File: src/verilog/prog_mem_pkg.sv
package prog_mem_pkg;

    localparam int ADDR_W = 21;
    localparam logic [ADDR_W-1:0] SPACE_TOP = 21'h1FFFFF;

    // two-bit mode field codes
    typedef enum logic [1:0] {
        EXTENDED_COMBINED_MODE = 2'h0,
        BOOT_BLOCK_PLUS_EXTERNAL_MODE = 2'h1,
        EXTERNAL_ONLY_MODE = 2'h2,
        INTERNAL_ONLY_MODE = 2'h3
    } pm_mode_t;

    typedef enum logic [1:0] {
        ACC_FETCH = 2'h0,
        ACC_TABLE_READ = 2'h1,
        ACC_TABLE_WRITE = 2'h2
    } acc_kind_t;

    typedef enum logic [1:0] {
        VEC_RESET = 2'h0,
        VEC_HIGH = 2'h1,
        VEC_LOW = 2'h2
    } vec_kind_t;

    localparam logic [ADDR_W-1:0] RESET_VECTOR = 21'h000000;
    localparam logic [ADDR_W-1:0] HIGH_VECTOR = 21'h000008;
    localparam logic [ADDR_W-1:0] LOW_VECTOR = 21'h000018;

    // flash variants
    localparam logic [ADDR_W-1:0] LIMIT_32K = 21'h007FFF;
    localparam logic [ADDR_W-1:0] LIMIT_64K = 21'h00FFFF;
    localparam logic [ADDR_W-1:0] LIMIT_128K = 21'h01FFFF;
    localparam logic [ADDR_W-1:0] BOOT_32K = 21'h0007FF;
    localparam logic [ADDR_W-1:0] BOOT_LARGE = 21'h0001FF;

    localparam logic [31:0] NO_OPERATION_INSTRUCTION = 32'h0000_0000;

    // register map, byte addresses
    localparam logic [7:0] OFS_CONFIG = 8'h00;
    localparam logic [7:0] OFS_MEMCTL = 8'h04;
    localparam logic [7:0] OFS_STATUS = 8'h08;

    // config byte fields
    localparam int CFG_WAIT_BIT = 7;
    localparam int CFG_MODE_HI = 1;
    localparam int CFG_MODE_LO = 0;
    localparam logic [7:0] CFG_IMPL_MASK = 8'h83;
    localparam logic [7:0] CFG_RESET = 8'h83;

    // memory control register fields
    localparam int WAIT_COUNT_HIGH = 5;
    localparam int WAIT_COUNT_LOW = 4;
    localparam logic [7:0] MEMCTL_RESET = 8'h00;

    localparam logic [1:0] RESP_OKAY = 2'h0;
    localparam logic [1:0] RESP_SLVERR = 2'h2;

endpackage

File: src/verilog/decode_if.sv
`timescale 1ns/1ps
interface decode_if;
    import prog_mem_pkg::*;
    pm_mode_t mode;
    acc_kind_t kind;
    logic [ADDR_W-1:0] addr;
    logic int_hit;
    logic ext_hit;
    logic zero_fill;
    logic denied;

    modport requester (output mode, output kind, output addr,
        input int_hit, input ext_hit, input zero_fill, input denied);
    modport decoder (input mode, input kind, input addr,
        output int_hit, output ext_hit, output zero_fill, output denied);
endinterface // decode_if

File: src/verilog/region_decoder.sv
`timescale 1ns/1ps
module region_decoder
    import prog_mem_pkg::*;
#(
    parameter int FLASH_KBYTES = 32
) (
    decode_if.decoder dec
);
    localparam logic [ADDR_W-1:0] LIMIT = (FLASH_KBYTES == 128) ? LIMIT_128K :
        (FLASH_KBYTES == 64) ? LIMIT_64K : LIMIT_32K;
    // larger parts carry the smaller boot block
    localparam logic [ADDR_W-1:0] BOOT = (FLASH_KBYTES == 32) ? BOOT_32K : BOOT_LARGE;

    logic in_flash;
    logic in_boot;

    assign in_flash = dec.addr <= LIMIT;
    assign in_boot = dec.addr <= BOOT;

    always_comb begin
        dec.int_hit = 1'b0;
        dec.ext_hit = 1'b0;
        case (dec.mode)
            EXTERNAL_ONLY_MODE: begin
                dec.ext_hit = 1'b1;
            end
            BOOT_BLOCK_PLUS_EXTERNAL_MODE: begin
                dec.int_hit = in_boot;
                dec.ext_hit = !in_boot;
            end
            EXTENDED_COMBINED_MODE: begin
                dec.int_hit = in_flash;
                dec.ext_hit = !in_flash;
            end
            default: begin
                dec.int_hit = in_flash;
            end
        endcase
    end

    assign dec.zero_fill = !dec.int_hit && !dec.ext_hit && (dec.kind != ACC_TABLE_WRITE);
    assign dec.denied = !dec.int_hit && !dec.ext_hit && (dec.kind == ACC_TABLE_WRITE);

endmodule // region_decoder

File: src/verilog/program_memory_mode_decoder.sv
// Notes on behaviour
// - Program addresses are 21 bits wide and span a linear 2-Mbyte space.
// - A fetch above implemented memory and below 2 Mbytes returns an all-zero no-op word.
// - Reset starts at 0000h and the two interrupt vectors are 0008h and 0018h.
// - The mode field decodes 11 internal-only, 10 external-only, 01 boot-block, 00 extended.
// - External-only mode sends every access outside and ignores on-chip flash.
// - Boot-block mode serves up to 0007FFh (32K part) or 0001FFh (larger) from flash.
// - Internal-only mode uses flash alone and returns zeros above 7FFFh, 0FFFFh or 1FFFFh.
// - A variant with no external bus always runs internal-only.
// - Extended mode maps all flash from zero and external memory above it.
// - Table reads and writes obey the same internal and external permissions as fetches.
// - Data RAM and data EEPROM stay fully reachable in every mode.
// - Data and program memory have separate buses usable in the same cycle.
// - Wait bit 1 gives no wait states; 0 uses bits 5:4 of the memory control register.
// - Bits 6 to 2 of the config byte read as zero.
// - Erased config reads wait and mode bits as 1, so internal-only with no waits.
// - Flash is 32, 64 or 128 Kbytes depending on the variant.
//
// Added by the designer: the placing of the registers and the AXI4-Lite interface to the registers.
`timescale 1ns/1ps
module program_memory_mode_decoder
    import prog_mem_pkg::*;
#(
    parameter int FLASH_KBYTES = 32,
    parameter bit HAS_EXT_BUS = 1'b1
) (
    input wire logic clk,
    input wire logic rst,
    input wire logic [7:0] s_axi_awaddr,
    input wire logic s_axi_awvalid,
    output logic s_axi_awready,
    input wire logic [31:0] s_axi_wdata,
    input wire logic [3:0] s_axi_wstrb,
    input wire logic s_axi_wvalid,
    output logic s_axi_wready,
    output logic [1:0] s_axi_bresp,
    output logic s_axi_bvalid,
    input wire logic s_axi_bready,
    input wire logic [7:0] s_axi_araddr,
    input wire logic s_axi_arvalid,
    output logic s_axi_arready,
    output logic [31:0] s_axi_rdata,
    output logic [1:0] s_axi_rresp,
    output logic s_axi_rvalid,
    input wire logic s_axi_rready,
    input wire logic prog_req,
    input wire acc_kind_t prog_kind,
    input wire logic [ADDR_W-1:0] prog_addr,
    output logic prog_done_q,
    output logic int_sel_q,
    output logic ext_sel_q,
    output logic zero_fill_q,
    output logic denied_q,
    output logic [ADDR_W-1:0] bus_addr_q,
    output logic [1:0] wait_states_q,
    input wire logic vec_req,
    input wire vec_kind_t vec_kind,
    output logic [ADDR_W-1:0] vector_addr_q,
    input wire logic data_req,
    output logic data_ack_q
);
    logic [7:0] cfg_q;
    logic [1:0] wait_cnt_q;
    logic aw_held_q;
    logic w_held_q;
    logic [7:0] aw_addr_q;
    logic [31:0] w_data_q;
    logic [3:0] w_strb_q;
    logic awready_q;
    logic wready_q;
    logic bvalid_q;
    logic [1:0] bresp_q;
    logic arready_q;
    logic rvalid_q;
    logic [31:0] rdata_q;
    logic [1:0] rresp_q;
    pm_mode_t mode_d;
    logic [1:0] wait_d;
    logic do_write;
    logic [31:0] rd_word;
    logic rd_ok;
    logic cfg_wr;
    logic memctl_wr;
    logic known_aw;

    decode_if dec ();

    region_decoder #(.FLASH_KBYTES(FLASH_KBYTES)) u_region (
        .dec(dec)
    );

    always_comb begin
        if (!HAS_EXT_BUS) begin
            mode_d = INTERNAL_ONLY_MODE;
        end else begin
            case ({cfg_q[CFG_MODE_HI], cfg_q[CFG_MODE_LO]})
                INTERNAL_ONLY_MODE: begin
                    mode_d = INTERNAL_ONLY_MODE;
                end
                EXTERNAL_ONLY_MODE: begin
                    mode_d = EXTERNAL_ONLY_MODE;
                end
                BOOT_BLOCK_PLUS_EXTERNAL_MODE: begin
                    mode_d = BOOT_BLOCK_PLUS_EXTERNAL_MODE;
                end
                default: begin
                    mode_d = EXTENDED_COMBINED_MODE;
                end
            endcase
        end
    end

    always_comb begin
        if (cfg_q[CFG_WAIT_BIT]) begin
            // bit set: bus never stretched
            wait_d = 2'h0;
        end else begin
            wait_d = wait_cnt_q;
        end
    end

    assign dec.mode = mode_d;
    assign dec.kind = prog_kind;
    assign dec.addr = prog_addr;

    // program side decode, one cycle
    always_ff @(posedge clk) begin
        if (rst) begin
            prog_done_q <= 1'b0;
            int_sel_q <= 1'b0;
            ext_sel_q <= 1'b0;
            zero_fill_q <= 1'b0;
            denied_q <= 1'b0;
            bus_addr_q <= RESET_VECTOR;
            wait_states_q <= 2'h0;
        end else begin
            prog_done_q <= prog_req;
            int_sel_q <= prog_req && dec.int_hit;
            ext_sel_q <= prog_req && dec.ext_hit;
            zero_fill_q <= prog_req && dec.zero_fill;
            denied_q <= prog_req && dec.denied;
            // bus address and waits hold between requests
            if (prog_req) begin
                bus_addr_q <= prog_addr;
                wait_states_q <= dec.ext_hit ? wait_d : 2'h0;
            end
        end
    end

    always_ff @(posedge clk) begin
        if (rst) begin
            vector_addr_q <= RESET_VECTOR;
        end else if (vec_req) begin
            case (vec_kind)
                VEC_HIGH: begin
                    vector_addr_q <= HIGH_VECTOR;
                end
                VEC_LOW: begin
                    vector_addr_q <= LOW_VECTOR;
                end
                default: begin
                    vector_addr_q <= RESET_VECTOR;
                end
            endcase
        end
    end

    always_ff @(posedge clk) begin
        if (rst) begin
            data_ack_q <= 1'b0;
        end else begin
            data_ack_q <= data_req;
        end
    end

    // axi write: address and data taken in either order
    assign do_write = aw_held_q && w_held_q && !bvalid_q;

    // register selects from the held write address
    assign cfg_wr = do_write && w_strb_q[0] && aw_addr_q[7:2] == OFS_CONFIG[7:2];
    assign memctl_wr = do_write && w_strb_q[0] && aw_addr_q[7:2] == OFS_MEMCTL[7:2];
    // status is read only but mapped, so a write to it still answers okay
    assign known_aw = aw_addr_q[7:2] == OFS_CONFIG[7:2] || aw_addr_q[7:2] == OFS_MEMCTL[7:2]
        || aw_addr_q[7:2] == OFS_STATUS[7:2];

    always_ff @(posedge clk) begin
        if (rst) begin
            aw_held_q <= 1'b0;
            awready_q <= 1'b1;
            aw_addr_q <= 8'h00;
        end else if (s_axi_awvalid && awready_q) begin
            aw_held_q <= 1'b1;
            awready_q <= 1'b0;
            aw_addr_q <= s_axi_awaddr;
        end else if (bvalid_q && s_axi_bready) begin
            aw_held_q <= 1'b0;
            awready_q <= 1'b1;
        end
    end

    always_ff @(posedge clk) begin
        if (rst) begin
            w_held_q <= 1'b0;
            wready_q <= 1'b1;
            w_data_q <= 32'h0000_0000;
            w_strb_q <= 4'h0;
        end else if (s_axi_wvalid && wready_q) begin
            w_held_q <= 1'b1;
            wready_q <= 1'b0;
            w_data_q <= s_axi_wdata;
            w_strb_q <= s_axi_wstrb;
        end else if (bvalid_q && s_axi_bready) begin
            w_held_q <= 1'b0;
            wready_q <= 1'b1;
        end
    end

    always_ff @(posedge clk) begin
        if (rst) begin
            bvalid_q <= 1'b0;
            bresp_q <= RESP_OKAY;
        end else if (do_write) begin
            bvalid_q <= 1'b1;
            bresp_q <= known_aw ? RESP_OKAY : RESP_SLVERR;
        end else if (bvalid_q && s_axi_bready) begin
            bvalid_q <= 1'b0;
        end
    end

    // config byte: writable to model programming, takes effect at once
    always_ff @(posedge clk) begin
        if (rst) begin
            cfg_q <= CFG_RESET;
        end else if (cfg_wr) begin
            cfg_q <= w_data_q[7:0] & CFG_IMPL_MASK;
        end
    end

    always_ff @(posedge clk) begin
        if (rst) begin
            wait_cnt_q <= MEMCTL_RESET[WAIT_COUNT_HIGH:WAIT_COUNT_LOW];
        end else if (memctl_wr) begin
            wait_cnt_q <= w_data_q[WAIT_COUNT_HIGH:WAIT_COUNT_LOW];
        end
    end

    // read mux; status is read only
    always_comb begin
        rd_word = 32'h0000_0000;
        rd_ok = 1'b1;
        case (s_axi_araddr[7:2])
            OFS_CONFIG[7:2]: begin
                rd_word = {24'h000000, cfg_q};
            end
            OFS_MEMCTL[7:2]: begin
                rd_word = {26'h0000000, wait_cnt_q, 4'h0};
            end
            OFS_STATUS[7:2]: begin
                rd_word = {20'h00000, ext_sel_q, int_sel_q, zero_fill_q, denied_q,
                    2'h0, wait_d, 2'h0, mode_d};
            end
            // unmapped: zero data with an error response
            default: begin
                rd_ok = 1'b0;
            end
        endcase
    end

    always_ff @(posedge clk) begin
        if (rst) begin
            arready_q <= 1'b1;
            rvalid_q <= 1'b0;
            rdata_q <= 32'h0000_0000;
            rresp_q <= RESP_OKAY;
        end else if (s_axi_arvalid && arready_q) begin
            // data captured with the address, held until rready
            arready_q <= 1'b0;
            rvalid_q <= 1'b1;
            rdata_q <= rd_word;
            rresp_q <= rd_ok ? RESP_OKAY : RESP_SLVERR;
        end else if (rvalid_q && s_axi_rready) begin
            arready_q <= 1'b1;
            rvalid_q <= 1'b0;
        end
    end

    assign s_axi_awready = awready_q;
    assign s_axi_wready = wready_q;
    assign s_axi_bvalid = bvalid_q;
    assign s_axi_bresp = bresp_q;
    assign s_axi_arready = arready_q;
    assign s_axi_rvalid = rvalid_q;
    assign s_axi_rdata = rdata_q;
    assign s_axi_rresp = rresp_q;

endmodule // program_memory_mode_decoder

File: config.mk
export PLATFORM = sky130hd
export DESIGN_NAME = program_memory_mode_decoder
export DESIGN_NICKNAME = d
export VERILOG_FILES = /design/src/verilog/prog_mem_pkg.sv /design/src/verilog/decode_if.sv /design/src/verilog/region_decoder.sv /design/src/verilog/program_memory_mode_decoder.sv
export SDC_FILE = /design/constraint.sdc
export NUM_CORES = 1
export LEC_CHECK = 0
export BUFFER_PORTS_ARGS = -buffer_cell sky130_fd_sc_hd__buf_2
export CAP_MARGIN = 20
export CORE_ASPECT_RATIO = 1.1
export CORE_MARGIN = 8
export CORE_UTILIZATION = 39
export CTS_CLUSTER_SIZE = 14
export DETAILED_ROUTE_END_ITERATION = 16
export PLACE_DENSITY = 0.76
export SKIP_LAST_GASP = 1
export SYNTH_ARGS = -nofsm -noshare
export SYNTH_HDL_FRONTEND = slang
export SYNTH_SLANG_ARGS = --single-unit
File: constraint.sdc
create_clock -name clk -period 1.6 [get_ports clk]
set_input_delay 0.48 -clock clk [delete_from_list [all_inputs] [get_ports clk]]
set_output_delay 0.48 -clock clk [all_outputs]
set_load 0.05 [all_outputs]
==> run_results.csv <==
group,metric,value,unit
status,outcome,"completed",
floorplanning,initial_core_util,40.5,%
placement,hpwl,5.62,mm
grt,antenna_found_initial,0,
pwr,total_power,0.00383,W
finish,multi_input_area,1290,um^2
sta,min_period,1.56,ns
grt,track_usage,14.0,%
sta,setup_slack,0.0394,ns
setup_path,crit_buf_inv,1,
setup_path,cpMaxStageDelayCell,"or4_4",
synth,syn_area_per_cell,8.95,um^2
finish,num-fill-cells,699,
sta,fmax,0.641,GHz
route,wl_per_cell,13.8,um
grt,met3_usage,6.92,%
placement,port_buffers,99,
clock_network,cts_buffer_depth,2,
finish,syn2layout_area_growth,24.8,%
finish,n_antenna_cell,0,
flow_run,drv_cap,0,
grt,grt_pass1_wl,12.0,mm
finish,fin_nets,521,
finish,seqCellArea,1330,um^2
synth,synth_area,2860,um^2
grt,grt_start_max_net_pins,55,
sta,setup_tns,0,ns
setup_path,cp_cell_sequence,"buf_2 > or4_4 > nor3b_4 > nand3_1 > a21oi_1",
floorplanning,dieWidth,97.6,um
clock_network,cts_tree,"done",
sta,slew_viol_final,0,
placement,globalplace.congestion,0.742,
clock_network,numClockSinks,66,
synth,synthArstFlopShare,0,%
grt,gr-max-usage-layer,"met2",
clock_network,clk_pin_slew,0.07,ns
grt,grtUsageMet2,23.3,%
grt,use_met1,14.2,%
sta,hold_violations,0,
synth,synth_seq_area_share,46.3,%
setup_path,start_kind,"input port",
setup_path,cp.required,1.86,ns
floorplanning,row_count,32,
pwr,p_per_area,1070,nW/um^2
route,drt_iter0_drc,108,
synth,synth-seq-cells,66,
route,drtPass1Iterations,4,
setup_path,endpoint_kind,"register",
route,antenna_left,0,
placement,dp_slack,-0.287,ns
synth,synthCells,319,
clock_network,cts_root_buf,"clkbuf_8",
route,via_count,2443,
finish,instances_no_fill,518,
grt,grt_pass1_vias,2611,
finish,drive_above_1_share,31.6,%
sta,rsz0062_at_grt,"yes",
sta,clock_skew,0.00780,ns
placement,dp_cells,502,
synth,ys.flop_type,"dfxtp_1",
sta,setup_viol,0,
setup_path,path_max_fanout,6,
synth,yosysUniqueCellTypes,39,
route,wirelength,7.13,mm
floorplanning,pin_count,178,
floorplanning,core-area,7050,um^2
clock_network,postCtsSetupRepairBufs,0,
route,routed_via_density,4.72,
floorplanning,dieHeight,106,um
clock_network,insertion_delay,0.33,ns
sta,holdWs,0.354,ns
sta,finalCritPeriodShare,97.5,%
synth,synth_edf_count,0,
setup_path,cp_top_family,"simple AND/OR/NAND/NOR gates",
hold_path,hp-class,"input port to register",
floorplanning,die-area,10300,um^2
clock_network,cts_made_buffers,9,
setup_path,critPathKind,"input port to register",
grt,grt_remaining_overflow,0,
pwr,vdd_drop_max,0.644,mV
clock_network,postCtsHoldBufs,0,
clock_network,htree_levels,3,
synth,synth-warning-count,0,
pwr,leakage,1.78,nW
setup_path,critPathArrivalTime,1.82,ns
setup_path,critPathMaxStageDelay,0.57,ns
route,drcViolationCount,0,
## metrics by stage
step | cell area, um^2 | utilization [%]
after floorplan | 3020 | -
after global placement | 3360 | 47.7
after detailed placement | 3360 | 47.7
after CTS | 3550 | 50.4
after global routing | 3570 | 50.6
final | 3570 | 50.6
## flip-flops by register name, indices dropped and copies added, names as in the netlist, 2 cells and up
signal / flops
wait_cnt_q: 2
cfg_q: 3
wait_states_q: 2
w_data_q: 5
vector_addr_q: 2
bus_addr_q: 21
aw_addr_q: 6
s_axi_rdata: 9
## cell usage after synthesis, drive strengths merged, types with 2 or more instances
master  number  area share (%)
ha           6             2.6
nor2b        3            0.66
nor4         3            0.66
a211oi       2            0.53
inv          8             1.1
o32ai        2            0.61
buf         50              12
clkbuf       8             1.1
o21ai        9             1.7
and2         3            0.66
nand3       17             3.0
o211ai       2            0.53
mux2i       24             8.4
a31oi        4            0.88
nand2       30             3.9
nand2b       3            0.66
nor3b        2            0.92
a22oi        2            0.53
dfxtp       66              46
nor3         3            0.53
a21oi       24             4.2
nor2        36             4.7
## layout make-up
type	instances	area share, %
Multi-Input combinational cell	230	36.2
Tap cell	85	2.98
Sequential cell	66	37.2
Clock inverter	2	0.281
Clock buffer	14	4.84
Timing Repair Buffer	113	17.7
Inverter	8	0.842
## metal layers
| metal | vias up | share of wire (%) |
|---|---|---|
| met5 | - | 0 |
| met4 | 0 | 1.9 |
| met3 | 13 | 9.6 |
| met2 | 96 | 49 |
| met1 | 1123 | 39 |
| li1 | 1211 | - |
## repair_timing
action | in CTS | in global routing
endpoints found under the setup margin | 2 | 10
gates resized for setup | 2 | 5
pin swaps | 0 | 1
## path summary, 6_finish.rpt
kind | start | end | slack (ns) | cells after the start
max | s_axi_araddr[5] | s_axi_rdata[10]$_SDFFE_PP0P_ | 0.04 | 5
min | data_req | data_ack_q$_SDFF_PP0_ | 0.35 | 2
max reg2reg | cfg_q[1]$_SDFFE_PP1P_ | zero_fill_q$_SDFF_PP0_ | 0.10 | 6
min reg2reg | s_axi_rdata[8]$_SDFFE_PP0P_ | s_axi_rdata[8]$_SDFFE_PP0P_ | 0.45 | 2
## worst register-to-register path, stage by stage (launching register included)
cell and delay, ns:
dfxtp_1 0.32, inv_1 0.09, ha_1 0.24, or2_2 0.29, a31oi_1 0.16, buf_4 0.15, nor3b_1 0.16
## power by group
part	internal (W)	total (W)	switching (W)
clock network	0.000686	0.00127	0.000589
registers	0.00172	0.00177	0.0000490
logic	0.000180	0.000779	0.000599
## layout by cell type, fill, tap and decap left out, drive strengths merged, types with 3 or more instances in the layout
cell	n
and2	3
buf	113
nand3	17
clkbuf	14
nor4	3
nor2b	3
nand2	30
mux2i	24
dfxtp	66
nor2	36
a21oi	24
conb	44
nand2b	3
nor3	3
o21ai	9
inv	8
a31oi	4
ha	6
## logic make-up after synthesis
kind of cell	after synthesis	share of synthesized area, %
AND/OR/NAND/NOR	107	17.8
flip-flops	66	46.3
AO/OA/AOI/OAI	49	10.2
other	1	0.131
adder cells (fa/ha/maj)	6	2.63
multiplexers	24	8.41
buffers and inverters	66	14.6
Note: power is estimated with default switching activity, not from simulation.
